File: config.mk
export PLATFORM = sky130hd
export DESIGN_NAME = aiocfg_top
export DESIGN_NICKNAME = d
export VERILOG_FILES = /design/src/rtl/aiocfg_pkg.sv /design/src/rtl/aiocfg_fifo.sv /design/src/rtl/aiocfg_top.sv
export SDC_FILE = /design/constraint.sdc
export NUM_CORES = 1
export LEC_CHECK = 0
export BUFFER_PORTS_ARGS = -buffer_cell sky130_fd_sc_hd__buf_2
export CAP_MARGIN = 0
export CORE_MARGIN = 2
export CORE_UTILIZATION = 64
export CTS_CLUSTER_DIAMETER = 50
export CTS_CLUSTER_SIZE = 25
export DETAILED_ROUTE_END_ITERATION = 16
export PLACE_DENSITY = 0.84
export SYNTH_ARGS = -nofsm -noshare
export SYNTH_HDL_FRONTEND = slang
export SYNTH_SLANG_ARGS = --single-unit
File: constraint.sdc
create_clock -name mclk_in -period 4.4 [get_ports mclk_in]
set_input_delay 0.66 -clock mclk_in [delete_from_list [all_inputs] [get_ports mclk_in]]
set_output_delay 0.66 -clock mclk_in [all_outputs]
set_load 0.01 [all_outputs]
File: src/rtl/aiocfg_pkg.sv
// How it works
// - three switches pick one range for all
// - small module decodes unipolar or bipolar ranges
// - six switches set range for all channels
// - switch six on means unipolar, off bipolar
// - switches four, five pick gain; both invalid
// - switches one to three pick attenuation
// - full six-switch pattern maps to one range
// - result left-justified, sign bit on top
// - unipolar word pads three low zeros
// - bipolar word pads four low zeros
// - output word drops four low bits
// - each access starts a fresh conversion
// - raw result, no filtering or linearization
// - full-scale input calibrates to word 32000
package aiocfg_pkg;

  // clock rate and conversion time
  localparam int unsigned CLK_MHZ       = 125;
  localparam int unsigned CONV_TIME_US  = 149;
  // least time, exact whole cycles at this rate
  localparam int unsigned CONV_CYCLES   = CONV_TIME_US * CLK_MHZ;
  localparam int unsigned CONV_CNT_W    = 16;

  // word layout
  localparam int unsigned WORD_W        = 16;
  localparam int unsigned ADC_W         = 12;
  localparam int unsigned UNI_PAD_W     = 3;
  localparam int unsigned BI_PAD_W      = 4;
  localparam int unsigned DAC_LSB       = 4;
  localparam int unsigned CHAN_W        = 2;
  localparam int unsigned FIFO_DEPTH    = 16;
  localparam int unsigned FIFO_W        = CHAN_W + WORD_W;

  // calibrated full-scale word, analog trim only
  localparam logic [WORD_W-1:0] FULL_SCALE_WORD = 16'h7D00;

  // reset values
  localparam logic [WORD_W-1:0] WORD_ZERO = 16'h0000;
  localparam logic [ADC_W-1:0]  DAC_RST   = 12'h000;

  // full-scale input ranges of both module kinds
  typedef enum logic [4:0] {
    AIOCFG_RNG_NONE,
    AIOCFG_RNG_U50MV,
    AIOCFG_RNG_U100MV,
    AIOCFG_RNG_U500MV,
    AIOCFG_RNG_U1V,
    AIOCFG_RNG_U5V_20MA,
    AIOCFG_RNG_U10V,
    AIOCFG_RNG_B25MV,
    AIOCFG_RNG_B50MV,
    AIOCFG_RNG_B100MV,
    AIOCFG_RNG_B250MV,
    AIOCFG_RNG_B500MV,
    AIOCFG_RNG_B1V,
    AIOCFG_RNG_B2V5,
    AIOCFG_RNG_B5V,
    AIOCFG_RNG_B10V
  } aiocfg_range_t;

  // amplifier gain selection
  typedef enum logic [1:0] {
    AIOCFG_GAIN_X1,
    AIOCFG_GAIN_X10,
    AIOCFG_GAIN_X100,
    AIOCFG_GAIN_BAD
  } aiocfg_gain_t;

  // input attenuation selection
  typedef enum logic [1:0] {
    AIOCFG_ATT_0P8,
    AIOCFG_ATT_0P4,
    AIOCFG_ATT_0P2,
    AIOCFG_ATT_BAD
  } aiocfg_atten_t;

  // conversion sequencer
  typedef enum logic {
    AIOCFG_ST_IDLE,
    AIOCFG_ST_CONV
  } aiocfg_state_t;

endpackage

File: src/rtl/aiocfg_fifo.sv
// result buffer with registered read data
module aiocfg_fifo #(
  parameter int unsigned WIDTH = 18,
  parameter int unsigned DEPTH = 16
) (
  input  wire logic             mclk_in,
  input  wire logic             rst_b_in,
  input  wire logic             in_valid_in,
  output logic                  in_ready_out,
  input  wire logic [WIDTH-1:0] in_data_in,
  output logic                  out_valid_out,
  input  wire logic             out_ready_in,
  output logic      [WIDTH-1:0] out_data_out
);

  localparam int unsigned PTR_W = $clog2(DEPTH);
  localparam int unsigned CNT_W = $clog2(DEPTH + 1);
  localparam logic [CNT_W-1:0] CNT_FULL = CNT_W'(DEPTH);
  localparam logic [CNT_W-1:0] CNT_ONE  = CNT_W'(1);
  localparam logic [PTR_W-1:0] PTR_ONE  = PTR_W'(1);

  logic [WIDTH-1:0] mem [DEPTH];        // storage words
  logic [PTR_W-1:0] wr_ptr_ff;          // next write slot
  logic [PTR_W-1:0] rd_ptr_ff;          // next read slot
  logic [CNT_W-1:0] cnt_ff;             // words held in storage
  logic             out_valid_ff;       // output register full
  logic [WIDTH-1:0] out_data_ff;        // output register
  logic             push;               // accepted write
  logic             pop;                // move storage to output

  // full counts storage only; output stage is extra slack
  assign in_ready_out  = (cnt_ff != CNT_FULL);
  assign push          = in_valid_in && in_ready_out;
  assign pop           = (cnt_ff != '0) && (!out_valid_ff || out_ready_in);
  assign out_valid_out = out_valid_ff;
  assign out_data_out  = out_data_ff;

  // storage write, no reset needed on data
  always_ff @(posedge mclk_in) begin
    if (push) begin
      mem[wr_ptr_ff] <= in_data_in;
    end
  end

  // pointers and fill level
  always_ff @(posedge mclk_in) begin
    if (!rst_b_in) begin
      wr_ptr_ff <= '0;
      rd_ptr_ff <= '0;
      cnt_ff    <= '0;
    end else begin
      if (push) begin
        wr_ptr_ff <= wr_ptr_ff + PTR_ONE;
      end
      if (pop) begin
        rd_ptr_ff <= rd_ptr_ff + PTR_ONE;
      end
      // simultaneous push and pop leave level alone
      if (push && !pop) begin
        cnt_ff <= cnt_ff + CNT_ONE;
      end else if (pop && !push) begin
        cnt_ff <= cnt_ff - CNT_ONE;
      end
    end
  end

  // registered read stage
  always_ff @(posedge mclk_in) begin
    if (!rst_b_in) begin
      out_valid_ff <= 1'b0;
      out_data_ff  <= '0;
    end else if (pop) begin
      out_valid_ff <= 1'b1;
      out_data_ff  <= mem[rd_ptr_ff];
    end else if (out_ready_in) begin
      out_valid_ff <= 1'b0;
    end
  end

endmodule

File: src/rtl/aiocfg_top.sv
// analog module digital side: switch decode, word packing, dac load
module aiocfg_top #(
  parameter int unsigned CONV_CYCLES = aiocfg_pkg::CONV_CYCLES
) (
  input  wire logic                             mclk_in,
  input  wire logic                             rst_b_in,
  // module kind: 0 small input, 1 combined in/out
  input  wire logic                             combined_sel_in,
  // configuration switches, 1 = closed (ON)
  input  wire logic                             config_switch_one_in,
  input  wire logic                             config_switch_two_in,
  input  wire logic                             config_switch_three_in,
  input  wire logic                             gain_switch_low_in,
  input  wire logic                             gain_switch_high_in,
  input  wire logic                             polarity_switch_in,
  // decoded configuration
  output aiocfg_pkg::aiocfg_range_t             range_out,
  output aiocfg_pkg::aiocfg_gain_t              gain_out,
  output aiocfg_pkg::aiocfg_atten_t             atten_out,
  output logic                                  bipolar_out,
  output logic                                  cfg_error_out,
  // cpu access to an analog input point
  input  wire logic                             acc_req_in,
  input  wire logic [aiocfg_pkg::CHAN_W-1:0]    acc_chan_in,
  output logic                                  acc_ready_out,
  output logic                                  busy_out,
  // converter side
  output logic                                  adc_start_out,
  output logic      [aiocfg_pkg::CHAN_W-1:0]    adc_chan_out,
  input  wire logic [aiocfg_pkg::ADC_W-1:0]     adc_data_in,
  // input words toward the cpu
  output logic                                  rd_valid_out,
  input  wire logic                             rd_ready_in,
  output logic      [aiocfg_pkg::WORD_W-1:0]    rd_word_out,
  output logic      [aiocfg_pkg::CHAN_W-1:0]    rd_chan_out,
  // output word from the cpu
  input  wire logic                             dac_wr_in,
  input  wire logic [aiocfg_pkg::WORD_W-1:0]    dac_word_in,
  output logic                                  dac_load_out,
  output logic      [aiocfg_pkg::ADC_W-1:0]     dac_data_out
);

  localparam logic [aiocfg_pkg::CONV_CNT_W-1:0] CONV_LAST =
    aiocfg_pkg::CONV_CNT_W'(CONV_CYCLES - 1);
  localparam logic [aiocfg_pkg::CONV_CNT_W-1:0] CNT_ONE =
    aiocfg_pkg::CONV_CNT_W'(1);

  // small module: switches one..three only
  function automatic aiocfg_pkg::aiocfg_range_t small_range(
    input logic [2:0] sw
  );
    aiocfg_pkg::aiocfg_range_t r;
    r = aiocfg_pkg::AIOCFG_RNG_NONE;
    case (sw)
      3'h5:    r = aiocfg_pkg::AIOCFG_RNG_U10V;
      3'h6:    r = aiocfg_pkg::AIOCFG_RNG_U5V_20MA;
      3'h1:    r = aiocfg_pkg::AIOCFG_RNG_B5V;
      3'h2:    r = aiocfg_pkg::AIOCFG_RNG_B2V5;
      default: r = aiocfg_pkg::AIOCFG_RNG_NONE;
    endcase
    return r;
  endfunction

  // combined module: all six switches, switch one on top
  function automatic aiocfg_pkg::aiocfg_range_t comb_range(
    input logic [5:0] sw
  );
    aiocfg_pkg::aiocfg_range_t r;
    r = aiocfg_pkg::AIOCFG_RNG_NONE;
    case (sw)
      6'h25:   r = aiocfg_pkg::AIOCFG_RNG_U50MV;
      6'h15:   r = aiocfg_pkg::AIOCFG_RNG_U100MV;
      6'h23:   r = aiocfg_pkg::AIOCFG_RNG_U500MV;
      6'h13:   r = aiocfg_pkg::AIOCFG_RNG_U1V;
      // 0..5 V and 0..20 mA share one setting
      6'h21:   r = aiocfg_pkg::AIOCFG_RNG_U5V_20MA;
      6'h11:   r = aiocfg_pkg::AIOCFG_RNG_U10V;
      6'h24:   r = aiocfg_pkg::AIOCFG_RNG_B25MV;
      6'h14:   r = aiocfg_pkg::AIOCFG_RNG_B50MV;
      6'h0C:   r = aiocfg_pkg::AIOCFG_RNG_B100MV;
      6'h22:   r = aiocfg_pkg::AIOCFG_RNG_B250MV;
      6'h12:   r = aiocfg_pkg::AIOCFG_RNG_B500MV;
      6'h0A:   r = aiocfg_pkg::AIOCFG_RNG_B1V;
      6'h20:   r = aiocfg_pkg::AIOCFG_RNG_B2V5;
      6'h10:   r = aiocfg_pkg::AIOCFG_RNG_B5V;
      6'h08:   r = aiocfg_pkg::AIOCFG_RNG_B10V;
      default: r = aiocfg_pkg::AIOCFG_RNG_NONE;
    endcase
    return r;
  endfunction

  // gain from switches four and five
  function automatic aiocfg_pkg::aiocfg_gain_t gain_dec(
    input logic [1:0] sw
  );
    aiocfg_pkg::aiocfg_gain_t g;
    g = aiocfg_pkg::AIOCFG_GAIN_BAD;
    case (sw)
      2'h0:    g = aiocfg_pkg::AIOCFG_GAIN_X1;
      2'h1:    g = aiocfg_pkg::AIOCFG_GAIN_X10;
      2'h2:    g = aiocfg_pkg::AIOCFG_GAIN_X100;
      default: g = aiocfg_pkg::AIOCFG_GAIN_BAD;
    endcase
    return g;
  endfunction

  // attenuation, exactly one of switches one..three on
  function automatic aiocfg_pkg::aiocfg_atten_t atten_dec(
    input logic [2:0] sw
  );
    aiocfg_pkg::aiocfg_atten_t a;
    a = aiocfg_pkg::AIOCFG_ATT_BAD;
    case (sw)
      3'h4:    a = aiocfg_pkg::AIOCFG_ATT_0P8;
      3'h2:    a = aiocfg_pkg::AIOCFG_ATT_0P4;
      3'h1:    a = aiocfg_pkg::AIOCFG_ATT_0P2;
      default: a = aiocfg_pkg::AIOCFG_ATT_BAD;
    endcase
    return a;
  endfunction

  logic [2:0] sw_att;                       // switches one..three
  logic [1:0] sw_gain;                      // switches four, five
  logic [5:0] sw_all;                       // all six, one on top

  aiocfg_pkg::aiocfg_range_t nxt_range;     // decoded range
  aiocfg_pkg::aiocfg_gain_t  nxt_gain;      // decoded gain
  aiocfg_pkg::aiocfg_atten_t nxt_atten;     // decoded attenuation
  logic                      nxt_bipolar;   // decoded polarity
  logic                      nxt_cfg_err;   // decoded error

  aiocfg_pkg::aiocfg_range_t range_ff;      // registered range
  aiocfg_pkg::aiocfg_gain_t  gain_ff;       // registered gain
  aiocfg_pkg::aiocfg_atten_t atten_ff;      // registered attenuation
  logic                      bipolar_ff;    // registered polarity
  logic                      cfg_err_ff;    // registered error

  aiocfg_pkg::aiocfg_state_t state_ff;      // sequencer state
  logic [aiocfg_pkg::CONV_CNT_W-1:0] conv_cnt_ff; // conversion timer
  logic [aiocfg_pkg::CHAN_W-1:0]     chan_ff;     // channel in flight
  logic                              start_ff;    // converter kick
  logic                              conv_done;   // timer expired
  logic [aiocfg_pkg::WORD_W-1:0]     nxt_word;    // packed input word

  logic                              fifo_in_valid; // push result
  logic                              fifo_in_ready; // room for result
  logic [aiocfg_pkg::FIFO_W-1:0]     fifo_out_data; // buffered word

  logic                              dac_load_ff; // dac load strobe
  logic [aiocfg_pkg::ADC_W-1:0]      dac_data_ff; // dac code

  assign sw_att  = {config_switch_one_in, config_switch_two_in,
                    config_switch_three_in};
  assign sw_gain = {gain_switch_low_in, gain_switch_high_in};
  assign sw_all  = {sw_att, sw_gain, polarity_switch_in};

  // switch decode for the selected module kind
  always_comb begin
    nxt_range   = aiocfg_pkg::AIOCFG_RNG_NONE;
    nxt_gain    = aiocfg_pkg::AIOCFG_GAIN_X1;
    nxt_atten   = aiocfg_pkg::AIOCFG_ATT_0P8;
    nxt_bipolar = 1'b0;
    nxt_cfg_err = 1'b0;
    if (combined_sel_in) begin
      nxt_range   = comb_range(sw_all);
      nxt_bipolar = !polarity_switch_in;
      nxt_gain    = gain_dec(sw_gain);
      nxt_atten   = atten_dec(sw_att);
      nxt_cfg_err = (nxt_gain == aiocfg_pkg::AIOCFG_GAIN_BAD) ||
                    (nxt_atten == aiocfg_pkg::AIOCFG_ATT_BAD);
    end else begin
      nxt_range   = small_range(sw_att);
      nxt_bipolar = !config_switch_one_in;
      nxt_cfg_err = (nxt_range == aiocfg_pkg::AIOCFG_RNG_NONE);
    end
  end

  always_ff @(posedge mclk_in) begin
    if (!rst_b_in) begin
      range_ff   <= aiocfg_pkg::AIOCFG_RNG_NONE;
      gain_ff    <= aiocfg_pkg::AIOCFG_GAIN_X1;
      atten_ff   <= aiocfg_pkg::AIOCFG_ATT_0P8;
      bipolar_ff <= 1'b0;
      cfg_err_ff <= 1'b0;
    end else begin
      // switches are slow; sampling every cycle is enough
      range_ff   <= nxt_range;
      gain_ff    <= nxt_gain;
      atten_ff   <= nxt_atten;
      bipolar_ff <= nxt_bipolar;
      cfg_err_ff <= nxt_cfg_err;
    end
  end

  assign range_out     = range_ff;
  assign gain_out      = gain_ff;
  assign atten_out     = atten_ff;
  assign bipolar_out   = bipolar_ff;
  assign cfg_error_out = cfg_err_ff;

  // accept only when idle and the buffer can take the result
  assign acc_ready_out = (state_ff == aiocfg_pkg::AIOCFG_ST_IDLE) &&
                         fifo_in_ready;
  assign busy_out      = (state_ff == aiocfg_pkg::AIOCFG_ST_CONV);
  assign conv_done     = (state_ff == aiocfg_pkg::AIOCFG_ST_CONV) &&
                         (conv_cnt_ff == CONV_LAST);
  // a full buffer stalls the end of conversion, not the data
  assign fifo_in_valid = conv_done;

  // conversion sequencer
  always_ff @(posedge mclk_in) begin
    if (!rst_b_in) begin
      state_ff <= aiocfg_pkg::AIOCFG_ST_IDLE;
    end else begin
      case (state_ff)
        aiocfg_pkg::AIOCFG_ST_IDLE: begin
          if (acc_req_in && acc_ready_out) begin
            state_ff <= aiocfg_pkg::AIOCFG_ST_CONV;
          end
        end
        aiocfg_pkg::AIOCFG_ST_CONV: begin
          if (conv_done && fifo_in_ready) begin
            state_ff <= aiocfg_pkg::AIOCFG_ST_IDLE;
          end
        end
        default: begin
          state_ff <= aiocfg_pkg::AIOCFG_ST_IDLE;
        end
      endcase
    end
  end

  always_ff @(posedge mclk_in) begin
    if (!rst_b_in) begin
      conv_cnt_ff <= '0;
    end else if (state_ff == aiocfg_pkg::AIOCFG_ST_IDLE) begin
      conv_cnt_ff <= '0;
    end else if (!conv_done) begin
      conv_cnt_ff <= conv_cnt_ff + CNT_ONE;
    end
  end

  // channel capture and converter start strobe
  always_ff @(posedge mclk_in) begin
    if (!rst_b_in) begin
      chan_ff  <= '0;
      start_ff <= 1'b0;
    end else begin
      start_ff <= 1'b0;
      if ((state_ff == aiocfg_pkg::AIOCFG_ST_IDLE) && acc_req_in &&
          acc_ready_out) begin
        chan_ff  <= acc_chan_in;
        start_ff <= 1'b1;
      end
    end
  end

  assign adc_start_out = start_ff;
  assign adc_chan_out  = chan_ff;

  // word packing for the cpu
  always_comb begin
    nxt_word = aiocfg_pkg::WORD_ZERO;
    if (cfg_err_ff) begin
      nxt_word = aiocfg_pkg::WORD_ZERO;
    end else if (bipolar_ff) begin
      nxt_word = {adc_data_in, {aiocfg_pkg::BI_PAD_W{1'b0}}};
    end else begin
      nxt_word = {1'b0, adc_data_in, {aiocfg_pkg::UNI_PAD_W{1'b0}}};
    end
  end
  // full-scale 32000 comes from analog trim, not scaling
  // averaging, if wanted, is left to the controller program

  aiocfg_fifo #(
    .WIDTH (aiocfg_pkg::FIFO_W),
    .DEPTH (aiocfg_pkg::FIFO_DEPTH)
  ) u_fifo (
    .mclk_in       (mclk_in),
    .rst_b_in      (rst_b_in),
    .in_valid_in   (fifo_in_valid),
    .in_ready_out  (fifo_in_ready),
    .in_data_in    ({chan_ff, nxt_word}),
    .out_valid_out (rd_valid_out),
    .out_ready_in  (rd_ready_in),
    .out_data_out  (fifo_out_data)
  );

  assign rd_word_out = fifo_out_data[aiocfg_pkg::WORD_W-1:0];
  assign rd_chan_out = fifo_out_data[aiocfg_pkg::FIFO_W-1:
                                     aiocfg_pkg::WORD_W];

  // output word load into the dac
  always_ff @(posedge mclk_in) begin
    if (!rst_b_in) begin
      dac_load_ff <= 1'b0;
      dac_data_ff <= aiocfg_pkg::DAC_RST;
    end else begin
      dac_load_ff <= dac_wr_in;
      if (dac_wr_in) begin
        dac_data_ff <= dac_word_in[aiocfg_pkg::WORD_W-1:
                                   aiocfg_pkg::DAC_LSB];
      end
    end
  end

  assign dac_load_out = dac_load_ff;
  assign dac_data_out = dac_data_ff;

endmodule

==> results.yml, run 1 <==
clock_network:
  cts_buffer_depth: 3
  post_cts_resize_count: 0
  cts_setup_buffers: 0
  cts_tree: "done"
  cts_hold_buf: 0
  cts_sinks: 312
  cts.clk_slew.worst_paths_ns: 0.09
  h-tree-depth: 1
  cts_made_buffers: 24
  root_buffer: "clkbuf_16"
  clock_latency_ns: 0.53
final_layout:
  fin_nets: 950
  diodes: 0
  drive_gt1_share_pct: 20.59
  layoutNonFillerInstCount: 1178
  area_growth_pct: 12.95
  final_area_um2: 14070
yosys:
  async_flop_share_pct: 0
  synth_edf_count: 240
  yosysSeqAreaShare_pct: 69.45
  ys_types: 50
  synth.largest_area_cell: "edfxtp_1"
  syn-cell-area_um2: 12450
  netlist_top_cells_count: "240 x edfxtp_1, 92 x mux2i_1, 72 x dfxtp_1, 45 x nor2_1, 31 x o22ai_1"
  synth.area.top_cells: "edfxtp_1 58%, dfxtp_1 12%, mux2i_1 7.4%"
  avgSynthCellArea_um2: 15.32
  yosysWarnings: 0
  synth_cells: 813
  ys_seq_elements: 312
  synth_top_cell_area_share_pct: 57.87
  synth_ff_type: "edfxtp_1"
  synth.most_common_cell: "edfxtp_1"
worst_setup_path:
  critPathMaxStageDelay_ns: 0.56
  endpoint_kind: "register"
  cp_cell_sequence: "or4_1 -> o21a_1 -> buf_4 -> inv_2 -> ha_1 -> inv_1 -> ha_1 -> a21o_1 -> a21oi_1 -> mux2i_1 -> mux2i_1"
  cpLargestDelayFamily: "buffers and inverters"
  cp-start-kind: "register"
  critPathSlowestCell: "or4_1"
  cp_max_fo: 20
  cp.depth: 11
  critPathBufInv: 3
  reg2regPathDepth: 11
  critPathKind: "reg2reg"
  cp.required_ns: 4.86
  cp_data_arrival_time_ns: 3.66
power_and_ir_drop:
  p_total_mw: 5.771
  p_leak_nw: 4.810
  power_density_nw_per_um2: 410.2
  worst_ir_drop_vdd_mv: 0.4183
worst_hold_path:
  hold_depth: 3
  hold_path.class: "in2reg"
place:
  dp.cells: 1134
  place_hpwl_um: 14870
  finalWeightedCongestion: 0.7759
  post_dp_cell_area_um2: 13170
  io_buffer_count: 81
floorplanning:
  die_h_um: 143.5
  rows: 51
  design.core.area_um2: 19270
  die_w_um: 143.5
  start_util_pct: 64.62
  num_io_pins: 90
  die-area_um2: 20590
route:
  first_pass_iters: 5
  routed_wl_um: 26070
  drc: 0
  vias_per_cell: 6.133
  drtIter0Drc: 705
  wl_met2_um: 12890
  wl_met1_um: 10370
  post_drt_wl_per_cell_um: 22.13
  dr_wl_met3_um: 2081
  ant_nets: 0
  top_layer: "met4"
  vias: 7225
outcome:
  status: "finished, final reports clean"
sta:
  max_freq_ghz: 0.3127
  relSlewSlack_pct: 25.53
  skew_ns: 0.01813
  rsz0062_at_grt: "false"
  slew_viol_final: 0
  fin_crit_ns: 3.198
  hold_violations: 0
  tightestPinTransition_ns: 1.113
  tns_ns: 0
  min_period_over_period_pct: 72.68
  setup_viol: 0
global_route:
  gr-usage-all-layers_pct: 26.18
  grt_max_degree: 64
  antenna_found_initial: 0
  overflow: 0
  grt_pass1_vias: 7013
  grt_first_pass_wirelength_um: 40070
job:
  maxCapViolations: 0
==> placed cells by master (no fill, tap or decap), types with 4 or more instances in the layout <==
master     count
buf_2         81
edfxtp_1     240
nand4_1        6
clkbuf_16     26
o21a_1         4
o22ai_1       31
buf_4         21
inv_1         12
inv_6          5
xnor2_1        8
and3_1         4
mux2i_1       92
nor3_1        16
nand3_1        6
a21oi_1       27
and2_1        16
nor2_1        45
nand2b_1       8
nand2_1       23
dfxtp_1       70
a22oi_1       15
xor2_1        13
mux4_2        30
nor3_2         4
or3_1          4
o21ai_0       26
nor2b_1       21
conb_1         4
ha_1          12
==> flip-flops by register name (all words and copies together), names as in the netlist <==
register	count
gain_out	2
atten_out	2
adc_chan_out	2
dac_data_out	12
u_fifo.rd_ptr_ff	4
u_fifo.wr_ptr_ff	4
range_out	4
u_fifo.out_valid_out	1
cfg_error_out	1
u_fifo.mem	240
u_fifo.cnt_ff	5
busy_out	1
dac_load_out	1
conv_cnt_ff	16
u_fifo.out_data_out	15
bipolar_out	1
adc_start_out	1
==> worst reg2reg max path, delay by kind of cell, from the launching register on <==
kind | cells | cell delay [ns]
buffers and inverters | 3 | 0.65
adder cells (fa/ha/maj) | 2 | 0.61
AO/OA/AOI/OAI | 3 | 0.56
AND/OR/NAND/NOR | 1 | 0.56
multiplexers | 2 | 0.44
flip-flops | 1 | 0.35
==> power by group <==
| group | leakage (nW) | internal, mW | switching (mW) | total (mW) |
|---|---|---|---|---|
| clock | 0.438 | 1.28 | 1.10 | 2.38 |
| combinational | 1.58 | 0.0539 | 0.114 | 0.168 |
| sequential | 2.79 | 3.21 | 0.0203 | 3.23 |
==> cells by family after synthesis <==
kind of cell               after synthesis  share of synthesized area [%]
other                                    1                        0.03011
AOI/OAI and AO/OA                      114                          5.616
and+or+nand+nor                        167                          6.993
adders and majority gates               13                          1.366
buffers and inverters                   63                          2.250
muxes                                  122                          12.82
xor gates and xnor gates                21                          1.477
DFF                                    312                          69.45
==> cell type report <==
type                            count  area, um^2
Multi-Input combinational cell    441        3556
Sequential cell                   312        8653
Timing Repair Buffer              103       583.1
Inverter                           13       48.80
Clock buffer                       28       668.1
Fill cell                        1175        5205
Tap cell                          265       331.6
Clock inverter                     16       225.2
==> metal layers <==
layer | vias to the layer above | track usage [%]
met3 | 51 | 4.332
met4 | 0 | 9.856
met2 | 364 | 41.65
met5 | - | 0
li1 | 3250 | -
met1 | 3560 | 37.04
==> stage by stage <==
| step | hold slack, ns | worst slack [ns] | util, % |
|---|---|---|---|
| after floorplan | 0.4585 | 1.583 | - |
| after global placement | 0.4709 | 1.263 | 68.35 |
| after detailed placement | 0.4962 | 1.215 | 68.35 |
| after CTS | 0.3832 | 1.194 | 72.99 |
| after global routing | 0.3976 | 1.050 | 72.99 |
| final | 0.3813 | 1.202 | 72.99 |
==> worst paths after layout <==
path	startpoint	endpoint	slack (ns)
setup reg to reg	u_fifo.cnt_ff[0]	u_fifo.cnt_ff[4]	1.20
hold / removal	dac_word_in[15]	dac_data_out[11]	0.38
setup / recovery	u_fifo.cnt_ff[0]	u_fifo.cnt_ff[4]	1.20
hold reg to reg	dac_data_out[11]	dac_data_out[11]	0.51
Note: power is estimated with default switching activity, not from simulation.
==> run 2: changes to the inputs <==
--- a/config.mk
+++ b/config.mk
@@ -5,14 +5,15 @@
 export SDC_FILE = /design/constraint.sdc
 export NUM_CORES = 1
 export LEC_CHECK = 0
+export ABC_AREA = 1
 export BUFFER_PORTS_ARGS = -buffer_cell sky130_fd_sc_hd__buf_2
 export CAP_MARGIN = 0
 export CORE_MARGIN = 2
-export CORE_UTILIZATION = 64
+export CORE_UTILIZATION = 55
 export CTS_CLUSTER_DIAMETER = 50
 export CTS_CLUSTER_SIZE = 25
 export DETAILED_ROUTE_END_ITERATION = 16
-export PLACE_DENSITY = 0.84
+export PLACE_DENSITY = 0.76
 export SYNTH_ARGS = -nofsm -noshare
 export SYNTH_HDL_FRONTEND = slang
 export SYNTH_SLANG_ARGS = --single-unit
==> constraint.sdc (replaced) <==
create_clock -name mclk_in -period 2.78 [get_ports mclk_in]
set_input_delay 0.417 -clock mclk_in [delete_from_list [all_inputs] [get_ports mclk_in]]
set_output_delay 0.417 -clock mclk_in [all_outputs]
set_load 0.01 [all_outputs]
==> run 2 against run 1 <==
Against the previous run: critical path depth is 3 higher; via count up 40%; largest cell class unchanged; count of clock-buffer cells in the layout grew 3; fmax increased by 23%.
==> results.yml, run 2 <==
worst_hold_path:
  hold_path.class: "in2reg"
  hold_depth: 3
floorplanning:
  num_io_pins: 90
  rows: 57
  start_util_pct: 56.23
  design.core.area_um2: 24460
  die_h_um: 162.1
  die_w_um: 162.1
  die-area_um2: 26290
global_route:
  overflow: 0
  antenna_found_initial: 0
  gr-usage-all-layers_pct: 24.44
  grt_first_pass_wirelength_um: 49690
  grt_max_degree: 123
  grt_pass1_vias: 9526
yosys:
  synth_ff_type: "edfxtp_1"
  synth_top_cell_area_share_pct: 52.40
  synth.largest_area_cell: "edfxtp_1"
  yosysWarnings: 0
  synth.area.top_cells: "edfxtp_1 52%, nand2_1 12%, dfxtp_1 10%"
  netlist_top_cells_count: "452 x nand2_1, 240 x edfxtp_1, 188 x inv_1, 179 x nand3_1, 100 x nor2_1"
  syn-cell-area_um2: 13750
  async_flop_share_pct: 0
  yosysSeqAreaShare_pct: 62.88
  synth_cells: 1460
  synth.most_common_cell: "nand2_1"
  ys_seq_elements: 312
  synth_edf_count: 240
  avgSynthCellArea_um2: 9.421
  ys_types: 37
final_layout:
  final_area_um2: 15610
  fillCellCount: 1875
  drive_gt1_share_pct: 12.87
  final_common_cell: "nand2_1"
  regMostFlops: "u_fifo.mem"
  layout_common_cells: "452 x nand2_1, 240 x edfxtp_1, 188 x inv_1, 179 x nand3_1, 100 x nor2_1"
  area_growth_pct: 13.45
  fin_nets: 1600
  register_area_um2: 8653
  largest_reg_flops: 240
  multi_input_area_um2: 3979
  diodes: 0
place:
  finalWeightedCongestion: 0.8805
  post_dp_cell_area_um2: 14510
  place_hpwl_um: 18190
  io_buffer_count: 81
clock_network:
  root_buffer: "clkbuf_16"
  post_cts_resize_count: 0
  cts_sinks: 312
  cts_setup_buffers: 0
  h-tree-depth: 1
  cts.clk_slew.worst_paths_ns: 0.07
  cts_tree: "done"
  cts_made_buffers: 30
  cts_buffer_depth: 3
  cts_hold_buf: 0
  clock_latency_ns: 0.56
route:
  first_pass_iters: 7
  vias: 10087
  drc: 0
  post_drt_wl_per_cell_um: 16.74
  routed_wl_um: 31690
  ant_nets: 0
  drtIter0Drc: 1027
  vias_per_cell: 5.329
worst_setup_path:
  endpoint_kind: "register"
  cp.required_ns: 3.27
  reg2regPathDepth: 14
  cp_data_arrival_time_ns: 3.09
  cp-start-kind: "register"
  cp_max_fo: 7
  critPathKind: "reg2reg"
sta:
  tightestPinTransition_ns: 1.334
  setup_viol: 0
  hold_violations: 0
  relSlewSlack_pct: 11.04
  rsz0062_at_grt: "false"
  tns_ns: 0
  skew_ns: 0.01374
  min_period_over_period_pct: 93.70
  slew_viol_final: 0
  max_freq_ghz: 0.3839
  fin_crit_ns: 2.605
power_and_ir_drop:
  worst_ir_drop_vdd_mv: 0.5378
  p_leak_nw: 6.798
  power_density_nw_per_um2: 835.7
job:
  maxCapViolations: 0
outcome:
  status: "finished, final reports clean"
[run 2: cell count changes after synthesis, sizes merged, moves of 9 or more]
cell	delta
nor2	+60
buf	+27
o21ai	+9
nand3	+177
mux4	-30
mux2i	-92
a21oi	+19
o22ai	-30
nor2b	-21
a22oi	-15
nand2	+435
and2	-16
inv	+182
[run 2: metal layers]
layer	track usage (%)	vias to the layer above	wire length, um
li1	-	4902	-
met1	34.09	4650	13000
met2	40.19	465	14820
met3	3.601	70	3101
met4	7.200	0	767
met5	0	-	0
[run 2: final timing paths]
check | end | slack, ns | from
max | u_fifo.cnt_ff[4] | 0.18 | conv_cnt_ff[0]
min reg2reg | conv_cnt_ff[15] | 0.46 | conv_cnt_ff[15]
min | dac_data_out[1] | 0.08 | dac_word_in[5]
max reg2reg | u_fifo.cnt_ff[4] | 0.18 | conv_cnt_ff[0]
[run 2: final cells by class]
class / count / area share [%]
timing repair buffer: 119 / 4.666
inverter: 196 / 4.763
clock buffer: 31 / 4.971
clock inverter: 25 / 2.053
sequential: 312 / 55.45
tap: 324 / 2.598
multi-input combinational: 886 / 25.50
[run 2: through the flow]
step	power [mW]	hold slack [ns]	instances	worst slack, ns	utilization [%]
after global placement	8.564	0.4475	1837	0.3383	59.31
after CTS	13.08	0.05907	1893	0.1620	63.79
after global routing	13.67	0.07779	1893	0.01134	63.79
after detailed placement	8.642	0.4515	1837	0.1990	59.31
final	13.04	0.07687	1893	0.1750	63.79
after floorplan	7.853	0.4373	1463	0.5055	-
[run 2: report_power, final]
| part | total, mW | internal [mW] | switching [mW] |
|---|---|---|---|
| logic | 3.21 | 0.975 | 2.24 |
| registers | 5.37 | 5.25 | 0.117 |
| clock network | 4.46 | 2.51 | 1.95 |
[run 2: critical path, cell delays in order, from the launching register on]
cell     delay [ns]
dfxtp_1        0.34
inv_1          0.07
ha_1           0.16
nand4_1        0.11
nor2_2         0.17
nand3_2        0.14
inv_6          0.14
ha_1           0.24
inv_1          0.12
ha_1           0.35
nand2_1        0.06
o21ai_0        0.24
xor2_1         0.20
nand2_1        0.08
a21oi_1        0.12
[run 2: cells by family (layout without fill, tap and decap cells)]
kind of cell	after synthesis	after routing	share of synthesized area, %
AND/OR/NAND/NOR	774	774	23.84
flip-flops	312	312	62.88
XOR/XNOR	7	7	0.4457
other	1	4	0.02726
buffers and inverters	265	371	8.278
AO/OA/AOI/OAI	88	88	3.293
adder cells (fa/ha/maj)	13	13	1.237
==> run 3: changes to the inputs <==
--- a/config.mk
+++ b/config.mk
@@ -6,14 +6,15 @@
 export NUM_CORES = 1
 export LEC_CHECK = 0
 export ABC_AREA = 1
-export BUFFER_PORTS_ARGS = -buffer_cell sky130_fd_sc_hd__buf_2
 export CAP_MARGIN = 0
 export CORE_MARGIN = 2
-export CORE_UTILIZATION = 55
+export CORE_UTILIZATION = 57
 export CTS_CLUSTER_DIAMETER = 50
 export CTS_CLUSTER_SIZE = 25
 export DETAILED_ROUTE_END_ITERATION = 16
-export PLACE_DENSITY = 0.76
+export DONT_BUFFER_PORTS = 1
+export PLACE_DENSITY = 0.75
+export RECOVER_POWER = 25
 export SYNTH_ARGS = -nofsm -noshare
 export SYNTH_HDL_FRONTEND = slang
 export SYNTH_SLANG_ARGS = --single-unit
==> run 3 against run 2 <==
Against the previous run: register-to-register slack better by 0.07 ns; clock skew up 0.016 ns; fmax up 2.7%; final area down 2.3%; critical endpoint unchanged; critical path type unchanged; first-iteration DRC count down 22%; cell count down 4.2%.
==> results.yml, run 3 (same netlist as run 2, synthesis figures left out) <==
outcome:
  status: "finished, final reports clean"
worst_setup_path:
  cp_data_arrival_time_ns: 2.97
  endpoint_kind: "register"
  reg2regPathDepth: 14
  critPathSlowestCell: "dfxtp_1"
  critPathKind: "reg2reg"
  cpLargestDelayFamily: "adder cells"
  cp.required_ns: 3.21
  cp-start-kind: "register"
  cp_cell_sequence: "inv_1 -> ha_1 -> nand4_1 -> nor2_2 -> nand3_2 -> inv_6 -> ha_2 -> inv_1 -> ha_1 -> nand2_1 -> o21ai_0 -> xor2_1 -> nand2_1 -> a21oi_1"
  cp_max_fo: 7
  rrSetupSlack_ns: 0.24
  critPathBufInv: 3
  r2r_start: "conv_cnt_ff[0]"
  worstReg2RegEnd: "u_fifo.cnt_ff[4]"
  critPathMaxStageDelay_ns: 0.34
power_and_ir_drop:
  switching_share_pct: 32.56
  clkPwrFrac_pct: 35.2
  internal_power_mw: 8.839
  p_leak_nw: 6.431
  power_density_nw_per_um2: 859.9
  p_comb_share_pct: 23.0
  p_seq_share_pct: 41.8
  worst_ir_drop_vdd_mv: 0.6805
  power.switching_mw: 4.268
sta:
  tightestPinTransition_ns: 1.288
  skew_ns: 0.02974
  relSlewSlack_pct: 14.15
  slew_viol_final: 0
  min_period_over_period_pct: 91.27
  rsz0062_at_grt: "false"
  max_freq_ghz: 0.3941
  hold_violations: 0
  setup_viol: 0
  fin_crit_ns: 2.537
  tns_ns: 0
route:
  drtIter0Drc: 800
  routed_wl_um: 30330
  ant_nets: 0
  drc: 0
  vias_per_cell: 5.382
  vias: 9757
  first_pass_iters: 5
  post_drt_wl_per_cell_um: 16.73
final_layout:
  final_common_cell: "nand2_1"
  diodes: 0
  area_growth_pct: 10.81
  largest_reg_flops: 240
  drive_gt1_share_pct: 7.430
  layout_common_cells: "453 x nand2_1, 240 x edfxtp_1, 189 x inv_1, 179 x nand3_1, 101 x nor2_1"
  regMostFlops: "u_fifo.mem"
  fin_nets: 1523
  layoutNonFillerInstCount: 1813
global_route:
  grt_pass1_vias: 9488
  overflow: 0
  grt_max_degree: 123
  gr-usage-all-layers_pct: 23.78
  antenna_found_initial: 0
  grt_first_pass_wirelength_um: 47780
floorplanning:
  die-area_um2: 25390
  rows: 56
  design.core.area_um2: 23610
  die_h_um: 159.3
  num_io_pins: 90
  die_w_um: 159.3
  start_util_pct: 58.25
clock_network:
  cts.clk_slew.worst_paths_ns: 0.06
  cts_buffer_depth: 3
  cts_tree: "done"
  clock_latency_ns: 0.52
  root_buffer: "clkbuf_16"
  cts_sinks: 312
  cts_made_buffers: 35
  h-tree-depth: 2
place:
  io_buffer_count: 0
  place_hpwl_um: 18350
  dp.cells: 1747
  finalWeightedCongestion: 0.8505
job:
  maxCapViolations: 0
worst_hold_path:
  hold_depth: 2
  worst_hold_path.endpoint: "dac_load_out"
  hp-start: "rst_b_in"
  hold_path.class: "in2reg"
[run 3: worst max-delay path by stage]
stage | to | startpoint | cells after the start
2_1_floorplan | u_fifo.cnt_ff[4] | conv_cnt_ff[0] | 14
3_3_place_gp | u_fifo.cnt_ff[4] | conv_cnt_ff[0] | 14
3_5_place_dp | u_fifo.cnt_ff[4] | conv_cnt_ff[0] | 14
4_1_cts | u_fifo.cnt_ff[4] | conv_cnt_ff[0] | 14
5_1_grt | u_fifo.cnt_ff[4] | conv_cnt_ff[0] | 14
6_report | u_fifo.cnt_ff[4] | conv_cnt_ff[0] | 14
[run 3: through the flow]
step	power [mW]	instance area (um^2)	utilization, %	hold slack, ns	setup WS, ns
global placement	8.507	14080	59.63	0.4480	0.3044
detailed placement	8.585	14080	59.63	0.4617	0.2517
floorplan	7.853	13770	-	0.4373	0.5055
CTS	13.16	15270	64.68	0.0003598	0.2166
global route	13.77	15240	64.55	0.01572	0.02840
finish	13.11	15240	64.55	0.01836	0.2427
[run 3: repair_timing]
action	4_1_cts	5_1_grt
endpoints found under the hold margin	2	0
gates resized for setup	0	1
endpoints found under the setup margin	0	1
setup buffers	0	0
hold buffers	3	0
[run 3: area by class of cell]
cell class,instances,area (um^2)
inverters,196,743.2
flip-flops and latches,312,8653
fillers,1833,8372
clock inverters,22,212.7
multi-input cells,886,3965
repair buffers,37,316.6
well taps,319,399.1
clock buffers,41,950.9
[run 3: worst register-to-register path: stages (launching register included)]
cell and delay (ns):
dfxtp_1 0.34, inv_1 0.07, ha_1 0.18, nand4_1 0.11, nor2_2 0.17, nand3_2 0.15, inv_6 0.15, ha_2 0.23
inv_1 0.10, ha_1 0.33, nand2_1 0.06, o21ai_0 0.22, xor2_1 0.17, nand2_1 0.06, a21oi_1 0.10
[run 3: per-layer routing]
layer | up-vias | part of all wire (%) | global-route usage (%)
met1 | 4531 | 41 | 31.17
met2 | 406 | 47 | 39.17
met5 | - | 0 | 0
li1 | 4755 | - | -
met4 | 0 | 2.4 | 8.306
met3 | 65 | 9.1 | 5.600
[run 3: power by group through the flow]
| stage | Sequential (mW) | Combinational [mW] | Clock [mW] |
|---|---|---|---|
| finish | 5.48 | 3.02 | 4.61 |
| global route | 5.51 | 3.41 | 4.86 |
| detailed placement | 5.59 | 3.00 | 0 |
| CTS | 5.49 | 3.02 | 4.65 |
| floorplan | 5.52 | 2.34 | 0 |
| global placement | 5.58 | 2.92 | 0 |
